File: src/verilog/led_sink_pkg.sv
// Purpose: shared constants and types for the LED sink blink/dim register bank
// Assumes: 250 MHz MCLK; blink times counted in 1 ms ticks
// Notes: register offsets are byte addresses of the register port
//
// Contract
// - Dim code is seven low bits; applied as backlight current after dim timeout.
// - Fade law select sits in bits 1:0; bits 7:2 reserved, read zero.
// - Law 00 linear DAC linear steps; law 01 square DAC linear steps.
// - Laws 10 and 11 use square DAC with nonlinear time steps.
// - Cubic laws keep square DAC value; only step timing varies.
// - Seven enable bits, sink one at bit 0; 1 on, 0 off; bit 7 reserved.
// - Shared on time in bits 7:6: 0.2, 0.6, 0.8, 1.2 seconds.
// - Enabled sink with nonzero off time stays on for on time, then off.
// - Then off for its off time, on again, alternating while enabled.
// - Off time 00 disables blinking; sink stays on while enabled.
// - Sink seven off time at bits 5:4: 0.6, 1.2, 1.8 seconds.
// - Sink six off time bits 3:2, sink five bits 1:0, same coding.
package led_sink_pkg;

    // ****************************************
    // register map
    // ****************************************
    localparam logic [7:0] ADDR_DIM_CURRENT = 8'h0A;
    localparam logic [7:0] ADDR_FADE_LAW = 8'h0F;
    localparam logic [7:0] ADDR_SINK_ENABLE = 8'h10;
    localparam logic [7:0] ADDR_BLINK_TIME_A = 8'h11;

    localparam int DIM_CODE_MSB = 6;
    localparam int LAW_MSB = 1;
    localparam int ENABLE_MSB = 6;
    localparam int ON_TIME_LSB = 6;
    localparam int SEVEN_OFF_LSB = 4;
    localparam int SIX_OFF_LSB = 2;
    localparam int FIVE_OFF_LSB = 0;

    localparam logic [7:0] DIM_CURRENT_RST = 8'h00;
    localparam logic [7:0] FADE_LAW_RST = 8'h00;
    localparam logic [7:0] SINK_ENABLE_RST = 8'h00;
    localparam logic [7:0] BLINK_TIME_RST = 8'h00;

    localparam int NUM_SINKS = 7;

    // ****************************************
    // timing
    // ****************************************
    localparam int CLK_PERIOD_PS = 4000;
    localparam int TICK_PERIOD_NS = 1000000;
    localparam int TICK_CYCLES = TICK_PERIOD_NS * 1000 / CLK_PERIOD_PS;

    localparam logic [10:0] ON_MS_0 = 11'd200;
    localparam logic [10:0] ON_MS_1 = 11'd600;
    localparam logic [10:0] ON_MS_2 = 11'd800;
    localparam logic [10:0] ON_MS_3 = 11'd1200;
    localparam logic [10:0] OFF_MS_1 = 11'd600;
    localparam logic [10:0] OFF_MS_2 = 11'd1200;
    localparam logic [10:0] OFF_MS_3 = 11'd1800;

    typedef enum logic [1:0] {
        LAW_LINEAR,
        LAW_SQUARE,
        LAW_CUBIC_10,
        LAW_CUBIC_11
    } fade_law_t;

    typedef struct packed {
        logic wr;
        logic rd;
        logic [7:0] addr;
        logic [7:0] wdata;
    } reg_req_t;

    typedef struct packed {
        logic square_dac;
        logic nonlinear_step;
        logic cubic_variant;
    } law_ctrl_t;

    function automatic logic [10:0] on_ms(input logic [1:0] code);
        case (code)
            2'h0: on_ms = ON_MS_0;
            2'h1: on_ms = ON_MS_1;
            2'h2: on_ms = ON_MS_2;
            default: on_ms = ON_MS_3;
        endcase
    endfunction : on_ms

    function automatic logic [10:0] off_ms(input logic [1:0] code);
        case (code)
            2'h1: off_ms = OFF_MS_1;
            2'h2: off_ms = OFF_MS_2;
            default: off_ms = OFF_MS_3;
        endcase
    endfunction : off_ms

endpackage : led_sink_pkg

File: src/verilog/tick_divider.sv
// Purpose: one-cycle enable pulse every COUNT clocks
// Assumes: synchronous active-low reset
// Notes: free running; feeds the blink timers
`timescale 1ns/1ps
module tick_divider #(
    parameter int COUNT = 250000
) (
    input wire logic clk,
    input wire logic rst_n,
    output logic tick
);
    localparam int W = $clog2(COUNT);
    localparam logic [W-1:0] LAST = W'(COUNT - 1);

    if (COUNT < 2) begin : g_bad_count
        $error("tick_divider COUNT must be at least 2");
    end

    logic [W-1:0] cnt_q;

    always_ff @(posedge clk) begin
        if (!rst_n) begin
            cnt_q <= '0;
            tick <= 1'b0;
        end else begin
            tick <= (cnt_q == LAST);
            cnt_q <= (cnt_q == LAST) ? '0 : cnt_q + 1'b1;
        end
    end
endmodule : tick_divider

File: src/verilog/sink_blinker.sv
// Purpose: on/off blink sequencer for one current sink
// Assumes: tick is a 1 ms enable pulse
// Notes: first tick of a phase may be partial, so phases run up to 1 ms short
`timescale 1ns/1ps
module sink_blinker (
    input wire logic clk,
    input wire logic rst_n,
    input wire logic tick,
    input wire logic enable,
    input wire logic [1:0] on_code,
    input wire logic [1:0] off_code,
    output logic sink_on
);
    import led_sink_pkg::*;

    typedef enum logic [1:0] {
        ST_IDLE,
        ST_ON,
        ST_OFF
    } blink_state_t;

    blink_state_t state_q;
    logic [10:0] cnt_q;
    logic [10:0] on_len;
    logic [10:0] off_len;

    assign on_len = on_ms(on_code);
    assign off_len = off_ms(off_code);
    assign sink_on = (state_q == ST_ON);

    // ****************************************
    // phase sequencer
    // ****************************************
    always_ff @(posedge clk) begin
        if (!rst_n) begin
            state_q <= ST_IDLE;
            cnt_q <= '0;
        end else if (!enable) begin
            state_q <= ST_IDLE;
            cnt_q <= '0;
        end else if (off_code == 2'h0) begin
            state_q <= ST_ON;
            cnt_q <= '0;
        end else begin
            case (state_q)
                ST_IDLE: begin
                    state_q <= ST_ON;
                    cnt_q <= '0;
                end
                ST_ON: begin
                    if (tick) begin
                        if (cnt_q + 11'd1 >= on_len) begin
                            state_q <= ST_OFF;
                            cnt_q <= '0;
                        end else begin
                            cnt_q <= cnt_q + 11'd1;
                        end
                    end
                end
                ST_OFF: begin
                    if (tick) begin
                        if (cnt_q + 11'd1 >= off_len) begin
                            state_q <= ST_ON;
                            cnt_q <= '0;
                        end else begin
                            cnt_q <= cnt_q + 11'd1;
                        end
                    end
                end
                default: begin
                    state_q <= ST_IDLE;
                    cnt_q <= '0;
                end
            endcase
        end
    end

    // ****************************************
    // checks
    // ****************************************
    a_blink_start_on: assert property (@(posedge clk) disable iff (!rst_n)
        $rose(enable) && off_code != 2'h0 |=> state_q == ST_ON)
        else $error("blink did not start in on phase");
    a_steady_on_mode: assert property (@(posedge clk) disable iff (!rst_n)
        enable && off_code == 2'h0 |=> sink_on)
        else $error("sink not steady on with off time disabled");
    a_disabled_off: assert property (@(posedge clk) disable iff (!rst_n)
        !enable |=> !sink_on)
        else $error("disabled sink is on");
    a_on_phase_end: assert property (@(posedge clk) disable iff (!rst_n)
        enable && off_code != 2'h0 && state_q == ST_ON && tick && cnt_q + 11'd1 == on_len
        |=> state_q == ST_OFF)
        else $error("on phase did not end at on time");
    a_off_phase_end: assert property (@(posedge clk) disable iff (!rst_n)
        enable && off_code != 2'h0 && state_q == ST_OFF && tick && cnt_q + 11'd1 == off_len
        |=> state_q == ST_ON)
        else $error("off phase did not end at off time");
    a_on_phase_hold: assert property (@(posedge clk) disable iff (!rst_n)
        enable && state_q == ST_ON && !tick |=> state_q == ST_ON || !enable)
        else $error("on phase left without a tick");
endmodule : sink_blinker

File: src/verilog/led_sink_regs.sv
// Purpose: dim current, fade law, sink enable and blink timing registers
// Assumes: register port driven by the serial front end on MCLK
// Notes: sinks one to four take their off times from the neighbouring bank
`timescale 1ns/1ps
module led_sink_regs #(
    parameter int TICK_COUNT = led_sink_pkg::TICK_CYCLES
) (
    // clock and reset
    input wire logic MCLK,
    input wire logic RESETN,
    // register port
    input wire led_sink_pkg::reg_req_t REG_REQ,
    output logic [7:0] RD_DATA,
    // backlight dim
    input wire logic DIM_TIMEOUT,
    output logic [6:0] BL_DIM_CURRENT,
    output logic BL_DIM_ACTIVE,
    // independent sinks
    input wire logic [7:0] LOW_SINK_OFF_TIME,
    output led_sink_pkg::law_ctrl_t SINK_LAW,
    output logic [6:0] SINK_ON
);
    import led_sink_pkg::*;

    logic [6:0] dim_current_code_q;
    fade_law_t fade_law_select_q;
    logic [6:0] sink_enable_q;
    logic [1:0] blink_on_time_q;
    logic [1:0] sink_seven_off_time_q;
    logic [1:0] sink_six_off_time_q;
    logic [1:0] sink_five_off_time_q;
    logic [13:0] off_codes;
    logic [6:0] blink_on;
    logic tick;

    // ****************************************
    // register writes
    // ****************************************
    always_ff @(posedge MCLK) begin
        if (!RESETN) begin
            dim_current_code_q <= DIM_CURRENT_RST[DIM_CODE_MSB:0];
            fade_law_select_q <= fade_law_t'(FADE_LAW_RST[LAW_MSB:0]);
            sink_enable_q <= SINK_ENABLE_RST[ENABLE_MSB:0];
            blink_on_time_q <= BLINK_TIME_RST[ON_TIME_LSB+:2];
            sink_seven_off_time_q <= BLINK_TIME_RST[SEVEN_OFF_LSB+:2];
            sink_six_off_time_q <= BLINK_TIME_RST[SIX_OFF_LSB+:2];
            sink_five_off_time_q <= BLINK_TIME_RST[FIVE_OFF_LSB+:2];
        end else if (REG_REQ.wr) begin
            case (REG_REQ.addr)
                ADDR_DIM_CURRENT: dim_current_code_q <= REG_REQ.wdata[DIM_CODE_MSB:0];
                ADDR_FADE_LAW: fade_law_select_q <= fade_law_t'(REG_REQ.wdata[LAW_MSB:0]);
                ADDR_SINK_ENABLE: sink_enable_q <= REG_REQ.wdata[ENABLE_MSB:0];
                ADDR_BLINK_TIME_A: begin
                    blink_on_time_q <= REG_REQ.wdata[ON_TIME_LSB+:2];
                    sink_seven_off_time_q <= REG_REQ.wdata[SEVEN_OFF_LSB+:2];
                    sink_six_off_time_q <= REG_REQ.wdata[SIX_OFF_LSB+:2];
                    sink_five_off_time_q <= REG_REQ.wdata[FIVE_OFF_LSB+:2];
                end
                default: begin
                end
            endcase
        end
    end

    // ****************************************
    // register reads
    // ****************************************
    always_ff @(posedge MCLK) begin
        if (!RESETN) begin
            RD_DATA <= 8'h00;
        end else if (REG_REQ.rd) begin
            case (REG_REQ.addr)
                ADDR_DIM_CURRENT: RD_DATA <= {1'b0, dim_current_code_q};
                ADDR_FADE_LAW: RD_DATA <= {6'h00, fade_law_select_q};
                ADDR_SINK_ENABLE: RD_DATA <= {1'b0, sink_enable_q};
                ADDR_BLINK_TIME_A: RD_DATA <= {blink_on_time_q, sink_seven_off_time_q,
                    sink_six_off_time_q, sink_five_off_time_q};
                default: RD_DATA <= 8'h00;
            endcase
        end
    end

    // ****************************************
    // backlight dim current
    // ****************************************
    always_ff @(posedge MCLK) begin
        if (!RESETN) begin
            BL_DIM_CURRENT <= 7'h00;
            BL_DIM_ACTIVE <= 1'b0;
        end else begin
            BL_DIM_CURRENT <= DIM_TIMEOUT ? dim_current_code_q : 7'h00;
            BL_DIM_ACTIVE <= DIM_TIMEOUT;
        end
    end

    // ****************************************
    // fade transfer law decode
    // ****************************************
    always_ff @(posedge MCLK) begin
        if (!RESETN) begin
            SINK_LAW <= '0;
        end else begin
            SINK_LAW.square_dac <= (fade_law_select_q != LAW_LINEAR);
            SINK_LAW.nonlinear_step <= (fade_law_select_q == LAW_CUBIC_10) ||
                (fade_law_select_q == LAW_CUBIC_11);
            SINK_LAW.cubic_variant <= (fade_law_select_q == LAW_CUBIC_11);
        end
    end

    // ****************************************
    // blink sequencing
    // ****************************************
    tick_divider #(
        .COUNT(TICK_COUNT)
    ) u_tick (
        .clk(MCLK),
        .rst_n(RESETN),
        .tick(tick)
    );

    assign off_codes = {sink_seven_off_time_q, sink_six_off_time_q, sink_five_off_time_q,
        LOW_SINK_OFF_TIME};

    for (genvar i = 0; i < NUM_SINKS; i++) begin : g_sink
        sink_blinker u_blink (
            .clk(MCLK),
            .rst_n(RESETN),
            .tick(tick),
            .enable(sink_enable_q[i]),
            .on_code(blink_on_time_q),
            .off_code(off_codes[2*i+:2]),
            .sink_on(blink_on[i])
        );
    end

    always_ff @(posedge MCLK) begin
        if (!RESETN) begin
            SINK_ON <= 7'h00;
        end else begin
            SINK_ON <= blink_on & sink_enable_q;
        end
    end

    // ****************************************
    // checks
    // ****************************************
    a_dim_code_applied: assert property (@(posedge MCLK) disable iff (!RESETN)
        DIM_TIMEOUT |=> BL_DIM_CURRENT == $past(dim_current_code_q) && BL_DIM_ACTIVE)
        else $error("dim code not applied after timeout");
    a_law_reserved_zero: assert property (@(posedge MCLK) disable iff (!RESETN)
        REG_REQ.rd && REG_REQ.addr == ADDR_FADE_LAW |=> RD_DATA[7:2] == 6'h00)
        else $error("fade law reserved bits not zero");
    a_linear_law_dac: assert property (@(posedge MCLK) disable iff (!RESETN)
        fade_law_select_q == LAW_LINEAR |=> !SINK_LAW.square_dac && !SINK_LAW.nonlinear_step)
        else $error("linear law decoded wrong");
    a_cubic_square_dac: assert property (@(posedge MCLK) disable iff (!RESETN)
        fade_law_select_q == LAW_CUBIC_10 || fade_law_select_q == LAW_CUBIC_11
        |=> SINK_LAW.square_dac && SINK_LAW.nonlinear_step)
        else $error("cubic law lost square dac");
    a_square_law_dac: assert property (@(posedge MCLK) disable iff (!RESETN)
        fade_law_select_q == LAW_SQUARE |=> SINK_LAW.square_dac && !SINK_LAW.nonlinear_step)
        else $error("square law decoded wrong");
    a_cubic_variant_sel: assert property (@(posedge MCLK) disable iff (!RESETN)
        fade_law_select_q == LAW_CUBIC_11 |=> SINK_LAW.cubic_variant)
        else $error("second cubic variant not flagged");
    a_cubic_ten_sel: assert property (@(posedge MCLK) disable iff (!RESETN)
        fade_law_select_q == LAW_CUBIC_10 |=> !SINK_LAW.cubic_variant)
        else $error("first cubic variant flagged as second");
    a_law_write: assert property (@(posedge MCLK) disable iff (!RESETN)
        REG_REQ.wr && REG_REQ.addr == ADDR_FADE_LAW
        |=> 2'(fade_law_select_q) == $past(REG_REQ.wdata[1:0]))
        else $error("fade law write not stored");
    a_dim_idle_zero: assert property (@(posedge MCLK) disable iff (!RESETN)
        !DIM_TIMEOUT |=> BL_DIM_CURRENT == 7'h00 && !BL_DIM_ACTIVE)
        else $error("dim current driven without timeout");
    a_dim_code_write: assert property (@(posedge MCLK) disable iff (!RESETN)
        REG_REQ.wr && REG_REQ.addr == ADDR_DIM_CURRENT
        |=> dim_current_code_q == $past(REG_REQ.wdata[6:0]))
        else $error("dim code write not stored");
    a_dim_code_read: assert property (@(posedge MCLK) disable iff (!RESETN)
        REG_REQ.rd && REG_REQ.addr == ADDR_DIM_CURRENT
        |=> RD_DATA == {1'h0, $past(dim_current_code_q)})
        else $error("dim code read wrong");
    a_enable_read: assert property (@(posedge MCLK) disable iff (!RESETN)
        REG_REQ.rd && REG_REQ.addr == ADDR_SINK_ENABLE
        |=> RD_DATA == {1'h0, $past(sink_enable_q)})
        else $error("enable read wrong");
    a_sink_gated_off: assert property (@(posedge MCLK) disable iff (!RESETN)
        1'h1 |=> (SINK_ON & ~$past(sink_enable_q)) == 7'h00)
        else $error("sink on while its enable is clear");
    a_time_read: assert property (@(posedge MCLK) disable iff (!RESETN)
        REG_REQ.rd && REG_REQ.addr == ADDR_BLINK_TIME_A
        |=> RD_DATA == {$past(blink_on_time_q), $past(sink_seven_off_time_q),
            $past(sink_six_off_time_q), $past(sink_five_off_time_q)})
        else $error("timing read wrong");
    a_low_off_write: assert property (@(posedge MCLK) disable iff (!RESETN)
        REG_REQ.wr && REG_REQ.addr == ADDR_BLINK_TIME_A
        |=> sink_six_off_time_q == $past(REG_REQ.wdata[3:2])
            && sink_five_off_time_q == $past(REG_REQ.wdata[1:0]))
        else $error("sink six or five off time not stored");
    a_enable_write: assert property (@(posedge MCLK) disable iff (!RESETN)
        REG_REQ.wr && REG_REQ.addr == ADDR_SINK_ENABLE
        |=> sink_enable_q == $past(REG_REQ.wdata[6:0]))
        else $error("enable write not stored");
    a_seven_off_write: assert property (@(posedge MCLK) disable iff (!RESETN)
        REG_REQ.wr && REG_REQ.addr == ADDR_BLINK_TIME_A
        |=> sink_seven_off_time_q == $past(REG_REQ.wdata[5:4])
            && blink_on_time_q == $past(REG_REQ.wdata[7:6]))
        else $error("timing write not stored");
    a_steady_sink_on: assert property (@(posedge MCLK) disable iff (!RESETN)
        sink_enable_q[6] && sink_seven_off_time_q == 2'h0 ##1
        sink_enable_q[6] && sink_seven_off_time_q == 2'h0 |=> SINK_ON[6])
        else $error("sink seven not steady on");
endmodule : led_sink_regs

File: config.mk
export PLATFORM = sky130hd
export DESIGN_NAME = led_sink_regs
export DESIGN_NICKNAME = d
export VERILOG_FILES = /design/src/verilog/led_sink_pkg.sv /design/src/verilog/tick_divider.sv /design/src/verilog/sink_blinker.sv /design/src/verilog/led_sink_regs.sv
export SDC_FILE = /design/constraint.sdc
export NUM_CORES = 1
export LEC_CHECK = 0
export BUFFER_PORTS_ARGS = -buffer_cell sky130_fd_sc_hd__buf_2
export CORE_AREA = 2 2 138 140
export DETAILED_ROUTE_END_ITERATION = 10
export DIE_AREA = 0 0 140 142
export PLACE_DENSITY_LB_ADDON = 0.3
export SETUP_SLACK_MARGIN = 0.4
export SYNTH_ARGS = -nofsm -noshare
export SYNTH_HDL_FRONTEND = slang
export SYNTH_SLANG_ARGS = --single-unit
File: constraint.sdc
create_clock -name MCLK -period 6.6 [get_ports MCLK]
set_clock_uncertainty 0.05 [all_clocks]
set_input_delay 1.32 -clock MCLK [delete_from_list [all_inputs] [get_ports MCLK]]
set_output_delay 1.32 -clock MCLK [all_outputs]
set_load 0.02 [all_outputs]
# Word-level counts from Yosys, hierarchy flattened
# Index checks and enable logic that the tools add are counted.
word_totals:
  register_bits: 160
  input_bits: 29
  output_inout_bits: 26
  elab_cells: 305
classes:
  n_addsub: 8
  magnitude_cmp: 14
  n_eq_ne: 93
  mux: 86
  bitwise_logic: 9
  reduce_logical: 58
op_table:
  columns: ["cell", "n"]
  rows:
  - ["$mux 11", 28]
  - ["$pmux 11 s2", 14]
  - ["$ge 11x11->1", 14]
  - ["$add 11x1->11 const B", 7]
  - ["$mux 2", 28]
  - ["$reduce_and 4->1", 14]
  - ["$ne 2x2->1 const B", 21]
  - ["$ne 3x3->1 const B", 14]
  - ["$pmux 2 s3", 7]
  - ["$reduce_and 2->1", 19]
  - ["$eq 2x2->1 const B", 17]
  - ["$pmux 11 s3", 1]
  - ["$pmux 8 s4", 1]
  - ["$eq 2x1->1 const B", 15]
  - ["$logic_not 2->1", 15]
  - ["$ne 3x1->1 const B", 7]
  - ["$ne 3x2->1 const B", 7]
  - ["$reduce_or 3->1", 7]
  - ["$add 18x1->18 const B", 1]
  - ["$eq 18x18->1 const B", 1]
  - ["$eq 8x4->1 const B", 2]
  - ["$eq 8x5->1 const B", 2]
  - ["$ne 2x1->1 const B", 7]
  - ["$not 1->1", 8]
  - ["5 further kinds", 11]

# Longest topological paths before layout
# Gate-level depths: netlist (run 1).
logic_depth:
  word_depth: 7
  ltp_mapped: 16
  mapped_depth_nobuf: 15

# Cells and area by module
# A second synthesis (run 1) with hierarchy kept.
unflattened:
  cells_unflattened: 1453
  area_unflattened_um2: 12532.0
modules_own_cells:
  columns: ["module", "instances", "cells_each", "area_each_um2", "seq_area_each_um2"]
  rows:
  - ["sink_blinker at g_sink[0].u_blink ...", 6, 167, 1371.3, 260.2]
  - ["led_sink_regs", 1, 183, 2033.2, 1001.0]
  - ["sink_blinker at g_sink[6].u_blink", 1, 173, 1368.8, 260.2]
  - ["tick_divider", 1, 95, 902.1, 380.4]

# Worst setup path after synthesis (run 1)
# Ideal clock, no wire load.
synth_path:
  path_type: "in2reg"
  startpoint: "in LOW_SINK_OFF_TIME[0]"
  endpoint: "reg g_sink[0].u_blink.cnt_q[8]"
  setup_ns: 0.074
  t_arrival_ns: 3.591
  required_ns: 6.476
  setup_slack_ns: 2.885
  cell_stages: 13
  n_path_buf: 1
  path_cell_list: "inv_1 > ha_1 > inv_1 > ha_1 > nor2b_1 > a2111oi_0 > a221o_1 > nand3_1 > a21bo_1 > a21boi_2 > buf_4 > nand3_1 > a21oi_1"
synth_via:
  elab_chain_len: 6
  word_cells_on_any_way: 9
  cone_classes: "1 x order compare; 2 x eq/ne; 4 x mux; 2 x reduce/logical"
synth_rtl:
  columns: ["item", "line", "rtl"]
  rows:
  - ["start: declaration", "led_sink_regs.sv:19", "input wire logic [7:0] LOW_SINK_OFF_TIME,"]
  - ["$eq 2x2->1 / $eq 2x1->1 (equally long branches)", "led_sink_pkg.sv:88", "case (code)"]
  - ["$pmux 11 s2", "led_sink_pkg.sv:88", null]
  - ["$ge 11x11->1", "sink_blinker.sv:62", "if (cnt_q + 11'd1 >= off_len) begin"]
  - ["$mux 11", "sink_blinker.sv:62", null]
  - ["$mux 11", "sink_blinker.sv:61", "if (tick) begin"]
  - ["$pmux 11 s2", "sink_blinker.sv:45", "case (state_q)"]
  - ["end signal: assignment", "sink_blinker.sv:56", "cnt_q <= cnt_q + 11'd1;"]
  - ["end signal: assignment", "sink_blinker.sv:66", "cnt_q <= cnt_q + 11'd1;"]
  - ["end: declaration", "sink_blinker.sv:23", "logic [10:0] cnt_q;"]
# Several ways; a longest one is shown, not always the timed one. The select of a mux whose other input is x is not followed.
# A chain may end at the register's enable or synchronous reset.

# Worst setup path after layout (run 1)
layout_path:
  startpoint: "reg g_sink[0].u_blink.cnt_q[0]"
  endpoint: "reg g_sink[0].u_blink.cnt_q[8]"
layout_via:
  elab_chain_len: 5
  word_cells_on_any_way: 8
  cone_classes: "1 x add/sub; 2 x order compare; 5 x mux"
layout_rtl:
  columns: ["item", "line"]
  rows:
  - ["$add 11x1->11 (*)", null]
  - ["$ge 11x11->1, on equally long branches", "sink_blinker.sv:62, sink_blinker.sv:52"]
  - ["$mux 11, on equally long branches", "sink_blinker.sv:62, sink_blinker.sv:52"]
  - ["$mux 11, on equally long branches", "sink_blinker.sv:61, sink_blinker.sv:51"]
  - ["$pmux 11 s2 (*)", "sink_blinker.sv:45"]
# Mark *: on every way between the ends. The rest lies on a longest branch, timed or not. The select of a mux whose other input is x is not followed.

==> flow_summary.toml, run 1 <==
[floorplanning]
die-height_um = 142
die_w_um = 140
start_util = 0.592
core_sq_um = 18500
dieArea_sq_um = 19900
fp-row-count = 50
ios = 55

[timing]
whs_ns = 0.390
setup_viol = 0
period_share = 0.589
final_max_slew_viol_count = 0
clock.fmax_mhz = 257
finalSetupTns_ns = 0
worst_slew_pin_slew_ns = 1.11
min_period_ns = 3.89
setup_slack_ns = 2.71
rsz0062_at_grt = "no"
max_slew_margin = 0.255
hold_viol = 0

[power]
pwr-share-clk = 0.499
netSwitchingPower_mw = 0.456
leakage_nw = 5.01
p_per_area_nw_per_um2 = 172
ir_drop_v = 0.000177
power.internal_mw = 1.60
power_frac_seq = 0.472
combPwrFrac = 0.029
swShare = 0.222

[drt]
initialDrtViolationCount = 758
drc = 2
routed_wl_um = 26300
wire_per_inst_um = 16.5
vias = 9456
viasPerCell = 5.93
dr.pass1.iters = 8
postRouteAntennaNets = 0

[critical_path]
worstPathCellList = "ha_1 -> nand3_1 -> nor2_1 -> nand2_1 -> xnor2_1 -> ha_1 -> a2111oi_0 -> a221o_1 -> nand3_1 -> a21bo_1 -> a21boi_2 -> nand3_1 -> a21oi_1"
critPathKind = "register to register"
crit_start = "g_sink[0].u_blink.cnt_q[0]$_SDFFE_PP0P_"
crit_path_start_kind = "register"
path_delay_family = "compound AO/OA/AOI/OAI gates"
crit_top_cell = "nand3_1"
worstSetupEndpointType = "register"
worst_path_max_delay_cell = "a21boi_2"
r2r_slack_ns = 2.71
reg2regPathDepth = 13
r2r-start = "g_sink[0].u_blink.cnt_q[0]$_SDFFE_PP0P_"
worst-endpoint-required_ns = 6.91
rr_endpoint = "g_sink[0].u_blink.cnt_q[8]$_SDFFE_PP0P_"
crit_arrival_ns = 4.19
crit_fanout = 16
critPathMaxStageDelay_ns = 0.58
crit_buf_inv = 0

[yosys]
syn_area_sq_um = 10900
synth_fa_ha_area_frac = 0.197
avgSynthCellArea_sq_um = 8.32
synth-compound-area-share = 0.167
async_flop_share = 0
ys_ff_latch = 160
syn_inst = 1314
synth_nets = 1514
synth-main-ff-cell = "dfxtp_1"
yosysMostFrequentCell = "ha_1"
synth_edf_count = 0
synth_common_cells = "ha_1, dfxtp_1, nand2_1"
synth-simple-area-share = 0.216
synth_top_family_by_area = "simple AND/OR/NAND/NOR gates"
netlist.area_leader.share = 0.293
yosys-mux-area-fraction = 0.0146
ys_types = 73
synthTopCellsByArea = "dfxtp_1, ha_1, nand2_1, nor2_1, nand3_1"
synth_top_cell_by_area = "dfxtp_1"
yosys_warnings = 0
seq_area_frac_synth = 0.293
synthXorXnorAreaFrac = 0.0645

[clock_network]
cts_sinks = 160
insertion_delay_ns = 0.43
cts_tree = "built"
ctsResizeCount = 0
path_clk_slew_ns = 0.06
numCtsBuffers = 17
cts_root_buffer = "clkbuf_16"
post_cts_buffers = 0
htreeDepth = 4
cts_hold_buf = 0
cts_buffer_depth = 2

[finish]
ff_latch_area_sq_um = 3200
fin_util = 0.648
drive_gt1_frac = 0.0839
stdcell_count = 1594
area_growth_pct = 9.39
fillCellCount = 1565
fin_nets = 1547
multi_input_area_sq_um = 7220

[grt]
grt_max_degree = 36
grt_overflow = 0
grt.total_usage = 0.269
grt_pass1_vias = 8940
grt_pass1_wl_um = 43600
antenna_found_initial = 1

[outcome]
violations = "design-rule violations"
outcome = "finished, violations left"

[placement]
dp_cells = 1562
place_hpwl_um = 19100
port_buffers = 54
preCtsSetupSlack_ns = 2.42
place_congestion = 0.865

[flow_run]
maxCapViolations = 0

[min_path]
min_from = "u_tick.cnt_q[0]$_SDFF_PP0_"
hold_path_depth = 1
min_to = "u_tick.cnt_q[0]$_SDFF_PP0_"
min_path_type = "register to register"
[per-layer routing]
| layer | track usage | wire length [um] |
|---|---|---|
| met1 | 0.357 | 12000 |
| met3 | 0.0404 | 1260 |
| met5 | 0 | 0 |
| met2 | 0.447 | 12300 |
| met4 | 0.103 | 690 |
[per-stage QoR]
stage | power (mW) | area (sq um)
after floorplan | 1.03 | 10900
after global placement | 1.05 | 11400
after detailed placement | 1.05 | 11400
after CTS | 2.06 | 12000
after global routing | 2.11 | 12000
final | 2.05 | 12000
[worst max path at each step]
stage | to | slack [ns] | cells after the start
2_1_floorplan | g_sink[0].u_blink.cnt_q[8]$_SDFFE_PP0P_ | 2.89 | 13
3_3_place_gp | g_sink[0].u_blink.cnt_q[6]$_SDFFE_PP0P_ | 2.52 | 13
3_5_place_dp | g_sink[0].u_blink.cnt_q[8]$_SDFFE_PP0P_ | 2.42 | 13
4_1_cts | g_sink[0].u_blink.cnt_q[8]$_SDFFE_PP0P_ | 2.77 | 13
5_1_grt | g_sink[0].u_blink.cnt_q[6]$_SDFFE_PP0P_ | 2.41 | 13
6_report | g_sink[0].u_blink.cnt_q[8]$_SDFFE_PP0P_ | 2.71 | 13
[layout by cell type, fill, tap and decap left out, types with 32 or more instances in the layout]
cell type / Yosys / final
a21oi_1: 80 / 80
buf_2: 1 / 54
dfxtp_1: 160 / 160
ha_1: 171 / 171
inv_1: 93 / 93
nand2_1: 137 / 137
nand3_1: 88 / 88
nor2_1: 129 / 129
xnor2_1: 46 / 46
xor2_1: 32 / 32
[state kept, by name, indices dropped and copies added (netlist names)]
signal	flops
BL_DIM_ACTIVE	1
BL_DIM_CURRENT	7
RD_DATA	8
SINK_LAW	3
SINK_ON	7
blink_on_time_q	2
dim_current_code_q	7
fade_law_select_q	2
g_sink.u_blink.cnt_q	77
g_sink.u_blink.state_q	14
sink_enable_q	7
sink_five_off_time_q	2
sink_seven_off_time_q	2
sink_six_off_time_q	2
u_tick.cnt_q	18
u_tick.tick	1
[worst register-to-register path: cells and delay by family, from the launching register on]
kind,cells,cell delay (ns)
AND/OR/NAND/NOR,5,0.76
flip-flops,1,0.42
XOR/XNOR,1,0.36
AO/OA/AOI/OAI,5,1.65
adder cells (fa/ha/maj),2,0.59
[power groups by stage]
stage / combinational (mW) / sequential [mW] / clock (mW)
2_1_floorplan: 0.0357 / 0.991 / 0
3_3_place_gp: 0.0572 / 0.990 / 0
3_5_place_dp: 0.0598 / 0.991 / 0
4_1_cts: 0.0602 / 0.969 / 1.03
5_1_grt: 0.0688 / 0.968 / 1.07
6_report: 0.0604 / 0.969 / 1.02
[layout make-up]
cell class | instances | area share
multi-input combinational | 1017 | 0.604
sequential | 160 | 0.268
clock buffer | 20 | 0.0373
inverter | 95 | 0.0298
tap | 234 | 0.0245
timing repair buffer | 56 | 0.0238
clock inverter | 11 | 0.0130
antenna | 1 | 0.000209
[cells by family (layout without fill, tap and decap cells)]
logic type               Yosys count  after routing
buffers and inverters            137            182
multiplexers                      16             16
adder cells (fa/ha/maj)          172            172
flip-flops                       160            160
AND/OR/NAND/NOR                  487            487
AO/OA/AOI/OAI                    263            263
other                              0              1
XOR/XNOR                          79             79
Power figures use the tool's default switching activity.
==> run 2, diff against run 1 <==
Settings changed: ABC_AREA set to 1.
Clock period 6.6 ns to 3.6 ns, I/O delays scaled along.
==> run 2 against run 1 <==
Critical endpoint is now g_sink[2].u_blink.state_q[0]$_SDFFE_PN0P_. Critical path depth increased by 2. Combinational power rose by 100%. Sequential share of layout area down 0.30 points. The run still ends with design-rule violations left. Final area rose by 1.2%. Maximum frequency increased by 30%. Largest cell class unchanged. First-iteration DRC count shrank 17%.
==> flow_summary.toml, run 2 <==
[clock_network]
htreeDepth = 4
cts_root_buffer = "clkbuf_16"
path_clk_slew_ns = 0.07
numCtsBuffers = 17
insertion_delay_ns = 0.43
cts_hold_buf = 0
cts_buffer_depth = 2
cts_sinks = 160
cts_tree = "built"

[critical_path]
crit_buf_inv = 1
worst-endpoint-required_ns = 3.87
r2r-start = "g_sink[2].u_blink.cnt_q[0]$_SDFFE_PP0P_"
critPathMaxStageDelay_ns = 0.41
rr_endpoint = "g_sink[2].u_blink.state_q[0]$_SDFFE_PN0P_"
crit_path_start_kind = "register"
r2r_slack_ns = 0.61
cp-endpoint = "g_sink[2].u_blink.state_q[0]$_SDFFE_PN0P_"
crit_fanout = 5
crit_arrival_ns = 3.26
path_delay_family = "simple AND/OR/NAND/NOR gates"
worstSetupEndpointType = "register"
worst_path_max_delay_cell = "dfxtp_1"
crit_start = "g_sink[2].u_blink.cnt_q[0]$_SDFFE_PP0P_"
worstPathCellList = "ha_1 -> nand3_1 -> nor2_2 -> nand2_1 -> nor2_1 -> nand3_1 -> xor2_1 -> inv_1 -> ha_1 -> a21oi_1 -> o21a_1 -> nand4_1 -> or2_2 -> nand4_1 -> a21oi_1"
worst-path-stages = 15
critPathKind = "register to register"
reg2regPathDepth = 15

[timing]
min_period_ns = 2.99
max_slew_margin = 0.415
finalSetupTns_ns = 0
setup_viol = 0
period_share = 0.830
hold_viol = 0
worst_slew_pin_slew_ns = 0.877
final_max_slew_viol_count = 0
clock.fmax_mhz = 335
rsz0062_at_grt = "yes"

[power]
netSwitchingPower_mw = 0.882
leakage_nw = 5.42
p_per_area_nw_per_um2 = 304
pwr-share-clk = 0.484
power_frac_seq = 0.482
swShare = 0.239
combPwrFrac = 0.033
ir_drop_v = 0.000357
power.internal_mw = 2.80
power_mw = 3.68

[finish]
diodes = 0
ff_latch_area_sq_um = 3200
stdcell_count = 1823
fin_area_sq_um = 12100
reg_top3 = "g_sink.u_blink.cnt_q: 77 flops, u_tick.cnt_q: 18 flops, g_sink.u_blink.state_q: 14 flops"
fillCellCount = 1610
fin_nets = 1776
top_register = "g_sink.u_blink.cnt_q"
area_growth_pct = 10.9
final_common_cell = "nand2_1"
largest_register_ffs = 77
final_cell_mix = "nand2_1, inv_1, ha_1"
multi_input_area_sq_um = 6760
drive_gt1_frac = 0.0850

[drt]
vias = 9988
routed_wl_um = 26000
initialDrtViolationCount = 631
viasPerCell = 5.48
dr.pass1.iters = 9
postRouteAntennaNets = 0
wire_per_inst_um = 14.3
drc = 2

[yosys]
syn_inst = 1518
synth_fa_ha_area_frac = 0.196
async_flop_share = 0
synthTopCellsByArea = "dfxtp_1, ha_1, nand2_1, inv_1, a21oi_1"
synth_top_family_by_area = "simple AND/OR/NAND/NOR gates"
synth-simple-area-share = 0.243
synth-compound-area-share = 0.129
netlist.area_leader.share = 0.294
synth_top_cell_by_area = "dfxtp_1"
synthXorXnorAreaFrac = 0.0441
yosysMostFrequentCell = "nand2_1"
avgSynthCellArea_sq_um = 7.19
ys_types = 41
seq_area_frac_synth = 0.294
synth_edf_count = 0
synth_nets = 1718
ys_ff_latch = 160
synth_common_cells = "nand2_1, inv_1, ha_1"
yosys_warnings = 0
yosys-mux-area-fraction = 0
syn_area_sq_um = 10900
synth-main-ff-cell = "dfxtp_1"

[placement]
postPlaceCellArea_sq_um = 11400
dp_cells = 1787
place_hpwl_um = 19000
port_buffers = 54
place_congestion = 0.874

[outcome]
outcome = "finished, violations left"
violations = "design-rule violations"

[floorplanning]
start_util = 0.591
fp-row-count = 50
core_sq_um = 18500
die-height_um = 142
die_w_um = 140
dieArea_sq_um = 19900
ios = 55

[grt]
grt_pass1_wl_um = 42800
grt_max_degree = 35
grt_pass1_vias = 9350
grt_overflow = 0
grt.total_usage = 0.263
antenna_found_initial = 0

[min_path]
min_path_type = "register to register"

[flow_run]
maxCapViolations = 0
## run 2: layout make-up
cell class / instances / share of cell area
sequential: 160 / 0.265
clock buffer: 19 / 0.0366
multi-input combinational: 1090 / 0.558
tap: 234 / 0.0242
clock inverter: 13 / 0.0104
inverter: 238 / 0.0738
timing repair buffer: 69 / 0.0316
## run 2: worst min path at each step
stage                                                        from  slack [ns]                                       to  depth (start not counted)
final                                  u_tick.cnt_q[0]$_SDFF_PP0_        0.40               u_tick.cnt_q[0]$_SDFF_PP0_                          1
after global routing      g_sink[1].u_blink.cnt_q[9]$_SDFFE_PP0P_        0.43  g_sink[1].u_blink.cnt_q[9]$_SDFFE_PP0P_                          2
after CTS                              u_tick.cnt_q[0]$_SDFF_PP0_        0.41               u_tick.cnt_q[0]$_SDFF_PP0_                          1
after detailed placement               u_tick.cnt_q[0]$_SDFF_PP0_        0.40               u_tick.cnt_q[0]$_SDFF_PP0_                          1
after global placement                 u_tick.cnt_q[0]$_SDFF_PP0_        0.38               u_tick.cnt_q[0]$_SDFF_PP0_                          1
after floorplan                        u_tick.cnt_q[0]$_SDFF_PP0_        0.37               u_tick.cnt_q[0]$_SDFF_PP0_                          1
## run 2: per-stage QoR
stage               worst slack (ns)  utilization  hold WS (ns)
detailed placement             0.471        0.619         0.396
floorplan                      0.829            -         0.368
global placement               0.593        0.619         0.382
CTS                            0.445        0.650         0.407
global route                   0.377        0.656         0.433
finish                         0.613        0.656         0.404
## run 2: cells by family (layout without fill, tap and decap cells)
family,Yosys count,count (layout)
fa+ha+maj,171,171
simple gates,601,603
flops,160,160
xor+xnor,55,55
compound gates,261,261
buf+inv,270,339
## run 2: what timing repair did
| action | in CTS | in global routing |
|---|---|---|
| setup buffers | 0 | 2 |
| setup endpoints to repair | 0 | 54 |
| gates resized for setup | 0 | 19 |
## run 2: layer usage
layer  vias up  track usage  wire length (um)
met5         -            0                 0
met4         0        0.129               950
met3        66       0.0340              1150
met2       261        0.437             12100
met1      4535        0.340             11800
li1       5126            -                 -
## run 2: power groups by stage
stage	Sequential [mW]	Clock, mW	Combinational [mW]
floorplan	1.82	0	0.0750
global placement	1.82	0	0.118
detailed placement	1.82	0	0.122
CTS	1.78	1.81	0.122
global route	1.78	1.88	0.142
finish	1.78	1.78	0.123
